**config.mk**
```make
export PLATFORM = sky130hd
export DESIGN_NAME = mbsx_core
export DESIGN_NICKNAME = d
export VERILOG_FILES = /design/src/mbsx_pkg.sv /design/src/mbsx_core.sv /design/src/mbsx_crc_step.sv
export SDC_FILE = /design/constraint.sdc
export NUM_CORES = 1
export LEC_CHECK = 0
export BUFFER_PORTS_ARGS = -buffer_cell sky130_fd_sc_hd__buf_2
export CAP_MARGIN = 30
export CORE_MARGIN = 4
export CORE_UTILIZATION = 50
export CTS_CLUSTER_DIAMETER = 200
export CTS_CLUSTER_SIZE = 8
export DETAILED_ROUTE_END_ITERATION = 6
export GPL_ROUTABILITY_DRIVEN = 1
export PLACE_DENSITY = 0.72
export SLEW_MARGIN = 20
export SYNTH_ARGS = -nofsm -noshare
export SYNTH_HDL_FRONTEND = slang
export SYNTH_SLANG_ARGS = --single-unit
```
**constraint.sdc**
```tcl
create_clock -name sys_clk_in -period 8.3 [get_ports sys_clk_in]
set_input_delay 2.49 -clock sys_clk_in [delete_from_list [all_inputs] [get_ports sys_clk_in]]
set_output_delay 2.49 -clock sys_clk_in [all_outputs]
set_load 0.05 [all_outputs]
```
**src/mbsx_pkg.sv**
```systemverilog
/*
 * Shared constants and carrier types of the serial register-access slave: function codes,
 * exception codes, frame sizes, CRC constants and the parameter attribute and write structs.
 * Assumes the framing layer outside delivers whole frames byte by byte with an end marker.
 */
package mbsx_pkg;

    ////////////////////////////////////////////////////////////////////////////////////////////
    localparam logic [7:0] FC_READ = 8'h03;
    localparam logic [7:0] FC_WRITE = 8'h06;
    localparam logic [7:0] FC_EXC_BIT = 8'h80;

    localparam logic [7:0] ERR_NONE = 8'h00;
    localparam logic [7:0] ERR_CMD = 8'h01;
    localparam logic [7:0] ERR_ADDR = 8'h02;
    localparam logic [7:0] ERR_DATA = 8'h03;
    localparam logic [7:0] ERR_OPER = 8'h04;
    localparam logic [7:0] ERR_PWD = 8'h05;
    localparam logic [7:0] ERR_FRAME = 8'h06;
    localparam logic [7:0] ERR_RDONLY = 8'h07;
    localparam logic [7:0] ERR_RUNNING = 8'h08;
    localparam logic [7:0] ERR_LOCKED = 8'h09;

    ////////////////////////////////////////////////////////////////////////////////////////////
    // Every supported request is address, function, two words and CRC.
    localparam logic [3:0] REQ_LEN = 4'h8;
    localparam logic [3:0] RX_CNT_OVF = 4'h9;
    localparam logic [3:0] EXC_LEN = 4'h3;
    localparam logic [3:0] READ_REPLY_LEN = 4'h5;
    localparam logic [3:0] WRITE_REPLY_LEN = 4'h6;
    localparam logic [7:0] READ_BYTE_COUNT = 8'h02;
    localparam logic [15:0] READ_QTY_MAX = 16'h0001;
    localparam logic [15:0] PWD_VERIFY_ADDR = 16'h1F00;
    localparam logic [15:0] NO_PASSWORD = 16'h0000;

    localparam logic [15:0] CRC_INIT = 16'hFFFF;
    localparam logic [15:0] CRC_POLY = 16'hA001;
    localparam logic [15:0] CRC_RESIDUE = 16'h0000;

    // Link integer equals value times ten to the number of decimals.
    localparam logic [15:0] SCALE_BY_DEC [4] = '{16'h0001, 16'h000A, 16'h0064, 16'h03E8};

    ////////////////////////////////////////////////////////////////////////////////////////////
    typedef enum {ST_RX, ST_LOOK, ST_DECIDE, ST_SEND} mbsx_state_e;

    typedef struct packed {
        logic valid;
        logic read_only;
        logic run_locked;
        logic duplicate;
        logic [1:0] decimals;
        logic [15:0] min_val;
        logic [15:0] max_val;
    } mbsx_attr_s;

    typedef struct packed {
        logic strobe;
        logic [15:0] addr;
        logic [15:0] data;
        logic [15:0] scale;
    } mbsx_wr_s;

endpackage

```
**src/mbsx_core.sv**
```systemverilog
/*
 * Request interpreter of the slave: collects a request frame, checks it, looks up the
 * parameter, writes or reads it and sends a normal or exception reply with its frame check.
 * Assumes a framing layer that strobes received bytes and marks frame end in a later cycle,
 * a parameter table answering lookup_addr_out one cycle later, and a byte transmitter.
 */
`timescale 1ns/100ps
module mbsx_core (
    input wire logic sys_clk_in,
    input wire logic rst_in,
    input wire logic [7:0] slave_addr_in,
    input wire logic [7:0] rx_byte_in,
    input wire logic rx_valid_in,
    input wire logic rx_end_in,
    input wire logic drive_running_in,
    input wire logic drive_fault_in,
    input wire logic [15:0] user_password_setting_in,
    input wire mbsx_pkg::mbsx_attr_s attr_in,
    input wire logic [15:0] rd_data_in,
    input wire logic tx_ready_in,
    output logic [15:0] lookup_addr_out,
    output logic [7:0] tx_byte_out,
    output logic tx_valid_out,
    output logic tx_last_out,
    output mbsx_pkg::mbsx_wr_s wr_out,
    output logic unlocked_out
);
    mbsx_pkg::mbsx_state_e state_reg, state_next;
    logic [7:0] rx_buf_reg [8];
    logic [7:0] rx_buf_next [8];
    logic [3:0] rx_cnt_reg, rx_cnt_next;
    logic [15:0] rx_crc_reg, rx_crc_next, rx_crc_step;
    logic [7:0] tx_buf_reg [6];
    logic [7:0] tx_buf_next [6];
    logic [3:0] tx_len_reg, tx_len_next, tx_idx_reg, tx_idx_next;
    logic [15:0] tx_crc_reg, tx_crc_next, tx_crc_step;
    logic [7:0] tx_byte_reg, tx_byte_next, tx_src;
    logic tx_valid_reg, tx_valid_next, tx_last_reg, tx_last_next;
    logic [15:0] lookup_addr_reg, lookup_addr_next;
    mbsx_pkg::mbsx_wr_s wr_reg, wr_next;
    logic unlocked_reg, unlocked_next;
    logic [7:0] err_reg, err_next, err_calc;
    logic [7:0] func;
    logic [15:0] req_addr, req_data;
    logic locked, fire;

    ////////////////////////////////////////////////////////////////////////////////////////////
    // check over received and sent bytes
    mbsx_crc_step u_rx_crc (.crc_in(rx_crc_reg), .byte_in(rx_byte_in), .crc_out(rx_crc_step));
    mbsx_crc_step u_tx_crc (.crc_in(tx_crc_reg), .byte_in(tx_src), .crc_out(tx_crc_step));

    assign func = rx_buf_reg[1];
    assign req_addr = {rx_buf_reg[2], rx_buf_reg[3]};
    assign req_data = {rx_buf_reg[4], rx_buf_reg[5]};
    assign locked = (user_password_setting_in != mbsx_pkg::NO_PASSWORD) && !unlocked_reg;
    assign fire = tx_valid_reg && tx_ready_in;

    ////////////////////////////////////////////////////////////////////////////////////////////
    // Checks are ordered so that the cheapest, frame-level faults are reported first.
    always_comb begin
        err_calc = mbsx_pkg::ERR_NONE;
        if (rx_cnt_reg != mbsx_pkg::REQ_LEN || rx_crc_reg != mbsx_pkg::CRC_RESIDUE) begin
            err_calc = mbsx_pkg::ERR_FRAME;
        end else if (func != mbsx_pkg::FC_READ && func != mbsx_pkg::FC_WRITE) begin
            err_calc = mbsx_pkg::ERR_CMD;
        end else if (drive_fault_in) begin
            err_calc = mbsx_pkg::ERR_CMD;
        end else if (locked && !(func == mbsx_pkg::FC_WRITE
                                 && req_addr == mbsx_pkg::PWD_VERIFY_ADDR)) begin
            err_calc = mbsx_pkg::ERR_LOCKED;
        end else if (func == mbsx_pkg::FC_WRITE && req_addr == mbsx_pkg::PWD_VERIFY_ADDR) begin
            if (req_data != user_password_setting_in) begin
                err_calc = mbsx_pkg::ERR_PWD;
            end
        end else if (!attr_in.valid) begin
            err_calc = mbsx_pkg::ERR_ADDR;
        end else if (func == mbsx_pkg::FC_READ) begin
            if (req_data == 16'h0000) begin
                err_calc = mbsx_pkg::ERR_DATA;
            end else if (req_data > mbsx_pkg::READ_QTY_MAX) begin
                err_calc = mbsx_pkg::ERR_ADDR;
            end
        end else if (attr_in.read_only) begin
            err_calc = mbsx_pkg::ERR_RDONLY;
        end else if (attr_in.run_locked && drive_running_in) begin
            err_calc = mbsx_pkg::ERR_RUNNING;
        end else if (req_data < attr_in.min_val || req_data > attr_in.max_val
                     || attr_in.duplicate) begin
            err_calc = mbsx_pkg::ERR_OPER;
        end
    end

    ////////////////////////////////////////////////////////////////////////////////////////////
    always_comb begin
        state_next = state_reg;
        rx_buf_next = rx_buf_reg;
        rx_cnt_next = rx_cnt_reg;
        rx_crc_next = rx_crc_reg;
        tx_buf_next = tx_buf_reg;
        tx_len_next = tx_len_reg;
        tx_idx_next = tx_idx_reg;
        tx_crc_next = tx_crc_reg;
        tx_byte_next = tx_byte_reg;
        tx_valid_next = tx_valid_reg;
        tx_last_next = tx_last_reg;
        lookup_addr_next = lookup_addr_reg;
        wr_next = wr_reg;
        wr_next.strobe = 1'b0;
        unlocked_next = unlocked_reg;
        err_next = err_reg;
        tx_src = 8'h00;
        if (tx_idx_reg < tx_len_reg) begin
            tx_src = tx_buf_reg[tx_idx_reg[2:0]];
        end
        // A cleared password leaves nothing to unlock, so a later one starts locked.
        if (user_password_setting_in == mbsx_pkg::NO_PASSWORD) begin
            unlocked_next = 1'b0;
        end
        case (state_reg)
            mbsx_pkg::ST_RX: begin
                if (rx_valid_in) begin
                    if (rx_cnt_reg < mbsx_pkg::REQ_LEN) begin
                        rx_buf_next[rx_cnt_reg[2:0]] = rx_byte_in;
                    end
                    if (rx_cnt_reg != mbsx_pkg::RX_CNT_OVF) begin
                        rx_cnt_next = rx_cnt_reg + 4'h1;
                    end
                    rx_crc_next = rx_crc_step;
                end else if (rx_end_in) begin
                    // Frames for other stations, and broadcasts, get no answer at all.
                    if (rx_cnt_reg != 4'h0 && rx_buf_reg[0] == slave_addr_in) begin
                        lookup_addr_next = req_addr;
                        state_next = mbsx_pkg::ST_LOOK;
                    end else begin
                        rx_cnt_next = 4'h0;
                        rx_crc_next = mbsx_pkg::CRC_INIT;
                    end
                end
            end
            mbsx_pkg::ST_LOOK: state_next = mbsx_pkg::ST_DECIDE;
            mbsx_pkg::ST_DECIDE: begin
                err_next = err_calc;
                tx_buf_next[0] = rx_buf_reg[0];
                tx_idx_next = 4'h0;
                tx_crc_next = mbsx_pkg::CRC_INIT;
                if (err_calc != mbsx_pkg::ERR_NONE) begin
                    tx_buf_next[1] = func | mbsx_pkg::FC_EXC_BIT;
                    tx_buf_next[2] = err_calc;
                    tx_len_next = mbsx_pkg::EXC_LEN;
                end else if (func == mbsx_pkg::FC_READ) begin
                    tx_buf_next[1] = func;
                    tx_buf_next[2] = mbsx_pkg::READ_BYTE_COUNT;
                    tx_buf_next[3] = rd_data_in[15:8];
                    tx_buf_next[4] = rd_data_in[7:0];
                    tx_len_next = mbsx_pkg::READ_REPLY_LEN;
                end else begin
                    for (int i = 1; i < 6; i++) begin
                        tx_buf_next[i] = rx_buf_reg[i];
                    end
                    tx_len_next = mbsx_pkg::WRITE_REPLY_LEN;
                    if (req_addr == mbsx_pkg::PWD_VERIFY_ADDR) begin
                        unlocked_next = 1'b1;
                    end else begin
                        wr_next.strobe = 1'b1;
                        wr_next.addr = req_addr;
                        wr_next.data = req_data;
                        // scale is ten to the decimals
                        wr_next.scale = mbsx_pkg::SCALE_BY_DEC[attr_in.decimals];
                    end
                end
                state_next = mbsx_pkg::ST_SEND;
            end
            mbsx_pkg::ST_SEND: begin
                if (!tx_valid_reg || fire) begin
                    if (tx_idx_reg < tx_len_reg) begin
                        tx_byte_next = tx_src;
                        tx_crc_next = tx_crc_step;
                    end else begin
                        tx_byte_next = (tx_idx_reg == tx_len_reg) ? tx_crc_reg[7:0]
                                                                  : tx_crc_reg[15:8];
                    end
                    if (tx_idx_reg < tx_len_reg + 4'h2) begin
                        tx_valid_next = 1'b1;
                        tx_last_next = (tx_idx_reg == tx_len_reg + 4'h1);
                        tx_idx_next = tx_idx_reg + 4'h1;
                    end else begin
                        tx_valid_next = 1'b0;
                        tx_last_next = 1'b0;
                        rx_cnt_next = 4'h0;
                        rx_crc_next = mbsx_pkg::CRC_INIT;
                        state_next = mbsx_pkg::ST_RX;
                    end
                end
            end
            default: state_next = mbsx_pkg::ST_RX;
        endcase
    end

    always_ff @(posedge sys_clk_in or posedge rst_in) begin
        if (rst_in) begin
            state_reg <= mbsx_pkg::ST_RX;
            rx_buf_reg <= '{default: 8'h00};
            rx_cnt_reg <= 4'h0;
            rx_crc_reg <= mbsx_pkg::CRC_INIT;
            tx_buf_reg <= '{default: 8'h00};
            tx_len_reg <= 4'h0;
            tx_idx_reg <= 4'h0;
            tx_crc_reg <= mbsx_pkg::CRC_INIT;
            tx_byte_reg <= 8'h00;
            tx_valid_reg <= 1'b0;
            tx_last_reg <= 1'b0;
            lookup_addr_reg <= 16'h0000;
            wr_reg <= '0;
            unlocked_reg <= 1'b0;
            err_reg <= mbsx_pkg::ERR_NONE;
        end else begin
            state_reg <= state_next;
            rx_buf_reg <= rx_buf_next;
            rx_cnt_reg <= rx_cnt_next;
            rx_crc_reg <= rx_crc_next;
            tx_buf_reg <= tx_buf_next;
            tx_len_reg <= tx_len_next;
            tx_idx_reg <= tx_idx_next;
            tx_crc_reg <= tx_crc_next;
            tx_byte_reg <= tx_byte_next;
            tx_valid_reg <= tx_valid_next;
            tx_last_reg <= tx_last_next;
            lookup_addr_reg <= lookup_addr_next;
            wr_reg <= wr_next;
            unlocked_reg <= unlocked_next;
            err_reg <= err_next;
        end
    end
    assign lookup_addr_out = lookup_addr_reg;
    assign tx_byte_out = tx_byte_reg;
    assign tx_valid_out = tx_valid_reg;
    assign tx_last_out = tx_last_reg;
    assign wr_out = wr_reg;
    assign unlocked_out = unlocked_reg;

    ////////////////////////////////////////////////////////////////////////////////////////////
    logic [3:0] shown_idx;
    logic frame_ok;
    assign shown_idx = tx_idx_reg - 4'h1;
    assign frame_ok = rx_cnt_reg == mbsx_pkg::REQ_LEN && rx_crc_reg == mbsx_pkg::CRC_RESIDUE;
endmodule // mbsx_core

```
**src/mbsx_crc_step.sv**
```systemverilog
/*
 * One byte step of the 16-bit reflected frame check, purely combinational.
 * Assumes the caller holds the running value in its own register.
 */
`timescale 1ns/100ps
module mbsx_crc_step (
    input wire logic [15:0] crc_in,
    input wire logic [7:0] byte_in,
    output logic [15:0] crc_out
);
    logic [15:0] acc;

    always_comb begin
        acc = crc_in ^ {8'h00, byte_in};
        for (int i = 0; i < 8; i++) begin
            if (acc[0]) begin
                acc = (acc >> 1) ^ mbsx_pkg::CRC_POLY;
            end else begin
                acc = acc >> 1;
            end
        end
        crc_out = acc;
    end
endmodule // mbsx_crc_step

```
==> flow_metrics.env <==
export IMPL_wl_mm=28.3
export IMPL_dominantRegCellSynth="dfrtp_1"
export IMPL_slew_headroom=0.339
export IMPL_grt_max_degree=90
export IMPL_io_buffers=161
export IMPL_worstPathRequired_ns=8.71
export IMPL_holdBufCountCts=0
export IMPL_rows=53
export IMPL_antenna_found_initial=1
export IMPL_cts_sinks=207
export IMPL_p_clk_frac=0.231
export IMPL_power_leakage_nw=6.49
export IMPL_cts_htree_levels=1
export IMPL_setup_ws_ns=3.11
export IMPL_drive_above_1_share=0.334
export IMPL_tightestPinTransition_ns=0.982
export IMPL_p_switching_w=0.00179
export IMPL_vias_per_cell=5.63
export IMPL_fin_util=0.603
export IMPL_yosysSeqAreaShare=0.477
export IMPL_synth_edf_count=0
export IMPL_grt_util_all_layers=0.231
export IMPL_cts_reportedPaths_clkPinSlew_ns=0.05
export IMPL_rr_startpoint="req_data[6]"
export IMPL_yosysTopAreaCell="dfrtp_1"
export IMPL_first_pass_iters=5
export IMPL_ys_seq_elements=207
export IMPL_min_path_cells=2
export IMPL_drtAntennaViolNets=0
export IMPL_synth_cell_types=66
export IMPL_mappedNetlistArea_sq_um=11000
export IMPL_design_power_total_w=0.00468
export IMPL_finalClockSkew_ns=0.0113
export IMPL_fp_dieH_um=156
export IMPL_ios=169
export IMPL_tritoncts="built"
export IMPL_ff2ff_setup_slack_ns=4.49
export IMPL_fin_crit_ns=5.19
export IMPL_core_area_sq_um=21300
export IMPL_fillers=1763
export IMPL_hold_path_class="reg2reg"
export IMPL_maxSlewViolCount=0
export IMPL_start_util=0.514
export IMPL_avgSynthCellArea_sq_um=11.4
export IMPL_rsz0062_at_grt="no"
export IMPL_async_flop_share=1.00
export IMPL_gp_congestion=0.879
export IMPL_clk_latency_ns=0.54
export IMPL_grt_pass1_vias=8158
export IMPL_drc=0
export IMPL_die_x_um=156
export IMPL_fin_setup_tns_ns=0
export IMPL_yosys_area_top_type_share=0.400
export IMPL_fin_crit_sh=0.625
export IMPL_cts_root_buf="clkbuf_16"
export IMPL_layout_nets=1266
export IMPL_hold_viol=0
export IMPL_synth_area_top_cells="dfrtp_1, mux2_2, dfstp_2"
export IMPL_reg2reg_depth=9
export IMPL_hold_end="tx_byte_out[2]"
export IMPL_power_frac_seq=0.366
export IMPL_place_inst=1369
export IMPL_largest_reg_flops=48
export IMPL_overflow=0
export IMPL_setup_violations=0
export IMPL_cts_buffers=29
export IMPL_worstSetupStartpointType="input port"
export IMPL_ys_warn_count=0
export IMPL_status="finished clean"
export IMPL_drtIter0Drc=428
export IMPL_final_cells=1425
export IMPL_cp_end_kind="register"
export IMPL_hpwl_mm=20.3
export IMPL_area_delta_synth_final_pct=17.2
export IMPL_vias=8025
export IMPL_synthCells=962
export IMPL_dp_slack_ns=1.98
export IMPL_drt_wirelength_per_cell_um=19.9
export IMPL_worstReg2RegEnd="wr_out[37]"
export IMPL_post_cts_buffers=0
export IMPL_powerDensity_nw_per_um2=365
export IMPL_cap_viol_max_count=0
export IMPL_p_sw_frac=0.381
export IMPL_intPower_w=0.00289
export IMPL_critPathMaxFanout=22
export IMPL_critPathKind="in2reg"
export IMPL_hp_start="tx_byte_out[2]"
export IMPL_ir_drop_uv=225
export IMPL_clk_path_buf_depth=3
export IMPL_comb_power_share=0.404
export IMPL_fmaxAchievable_mhz=193
export IMPL_post_cts_resized=0
export IMPL_fp_dieArea_sq_um=24300
export IMPL_grt_pass1_wl_mm=44.6
export IMPL_cp_arrival_ns=5.60
-- metrics by stage --
step,hold slack [ns],instance area (sq um)
2_1_floorplan,0.446,11000
3_3_place_gp,0.456,11900
3_5_place_dp,0.465,12000
4_1_cts,0.477,12800
5_1_grt,0.494,12800
6_report,0.469,12800
-- metal layers --
metal / part of all wire / up-vias / global-route usage
met5: 0 / - / 0
met2: 0.49 / 277 / 0.382
met4: 0.018 / 0 / 0.0554
met1: 0.42 / 3993 / 0.315
li1: - / 3716 / -
met3: 0.067 / 39 / 0.0460
-- how the worst max path moves through the flow --
stage	from	end	slack (ns)	cells after the start
finish	attr_in[23]	wr_out[37]	3.11	11
CTS	attr_in[17]	wr_out[47]	2.51	12
global route	attr_in[22]	wr_out[37]	2.86	11
global placement	attr_in[17]	wr_out[47]	2.12	12
detailed placement	attr_in[17]	wr_out[47]	1.98	12
floorplan	rst_in	func[0]	0.21	1
-- cells by family (layout without fill, tap and decap cells) --
group | after synthesis | count (layout) | synth area share
flip-flops | 207 | 207 | 0.477
adder cells (fa/ha/maj) | 46 | 46 | 0.0526
multiplexers | 164 | 164 | 0.177
buffers and inverters | 95 | 276 | 0.0401
other | 1 | 8 | 0.000342
AND/OR/NAND/NOR | 241 | 241 | 0.110
AO/OA/AOI/OAI | 134 | 134 | 0.0770
XOR/XNOR | 74 | 74 | 0.0666
-- cells in the mapped netlist (17+ instances only) --
cell      instances
a21oi_1          29
clkbuf_1         23
dfrtp_1         175
dfstp_2          32
ha_1             46
inv_1            50
mux2_1           30
mux2_2          124
nand2_1          97
nor2_1           41
nor4_1           17
o21ai_0          41
xnor2_1          28
xor2_1           40
-- power groups by stage --
stage | registers [W] | clock network (W) | logic, W
2_1_floorplan | 0.00161 | 0 | 0.00150
3_5_place_dp | 0.00171 | 0 | 0.00188
3_3_place_gp | 0.00170 | 0 | 0.00183
4_1_cts | 0.00170 | 0.00110 | 0.00190
6_report | 0.00171 | 0.00108 | 0.00189
5_1_grt | 0.00174 | 0.00114 | 0.00210
-- placed cells by master, fill, tap and decap left out, types with 3 or more instances in the layout --
master	count
nand3_1	9
and3_1	5
buf_2	161
a221o_1	3
o21a_1	8
xnor2_1	28
o21ai_0	41
o21ai_1	3
nand4_1	12
nand2_1	97
nor2_1	41
dfrtp_1	175
dfstp_2	32
buf_4	9
mux2_2	124
a21o_1	14
clkbuf_1	23
and4_1	3
ha_1	46
nor4_1	17
conb_1	7
nor4b_1	4
a21oi_1	29
inv_1	49
clkbuf_16	29
nand2b_1	3
nor2b_1	16
a31o_1	4
xor2_1	40
a31oi_1	6
mux2_1	30
o31ai_1	3
mux4_2	8
a22oi_1	7
a21boi_0	3
nor3_1	16
-- critical path, stage by stage --
cell and delay [ns]:
buf_2 0.08, inv_1 0.03, ha_1 0.29, and3_1 0.21, a221o_1 0.35, a2111oi_0 0.38, a2111oi_0 0.19, a221o_1 0.49
nand4_1 0.33, buf_4 0.37, mux2_2 0.39
-- area by class of cell --
cell class / instances / area, sq um / area share
well taps: 275 / 344 / 0.0268
diodes: 1 / 2.50 / 0.000195
flip-flops and latches: 207 / 5220 / 0.407
inverters: 50 / 195 / 0.0152
repair buffers: 173 / 920 / 0.0717
clock inverters: 1 / 20.0 / 0.00156
multi-input cells: 666 / 5320 / 0.415
clock buffers: 52 / 812 / 0.0633
(Power assumes the default switching activity.)
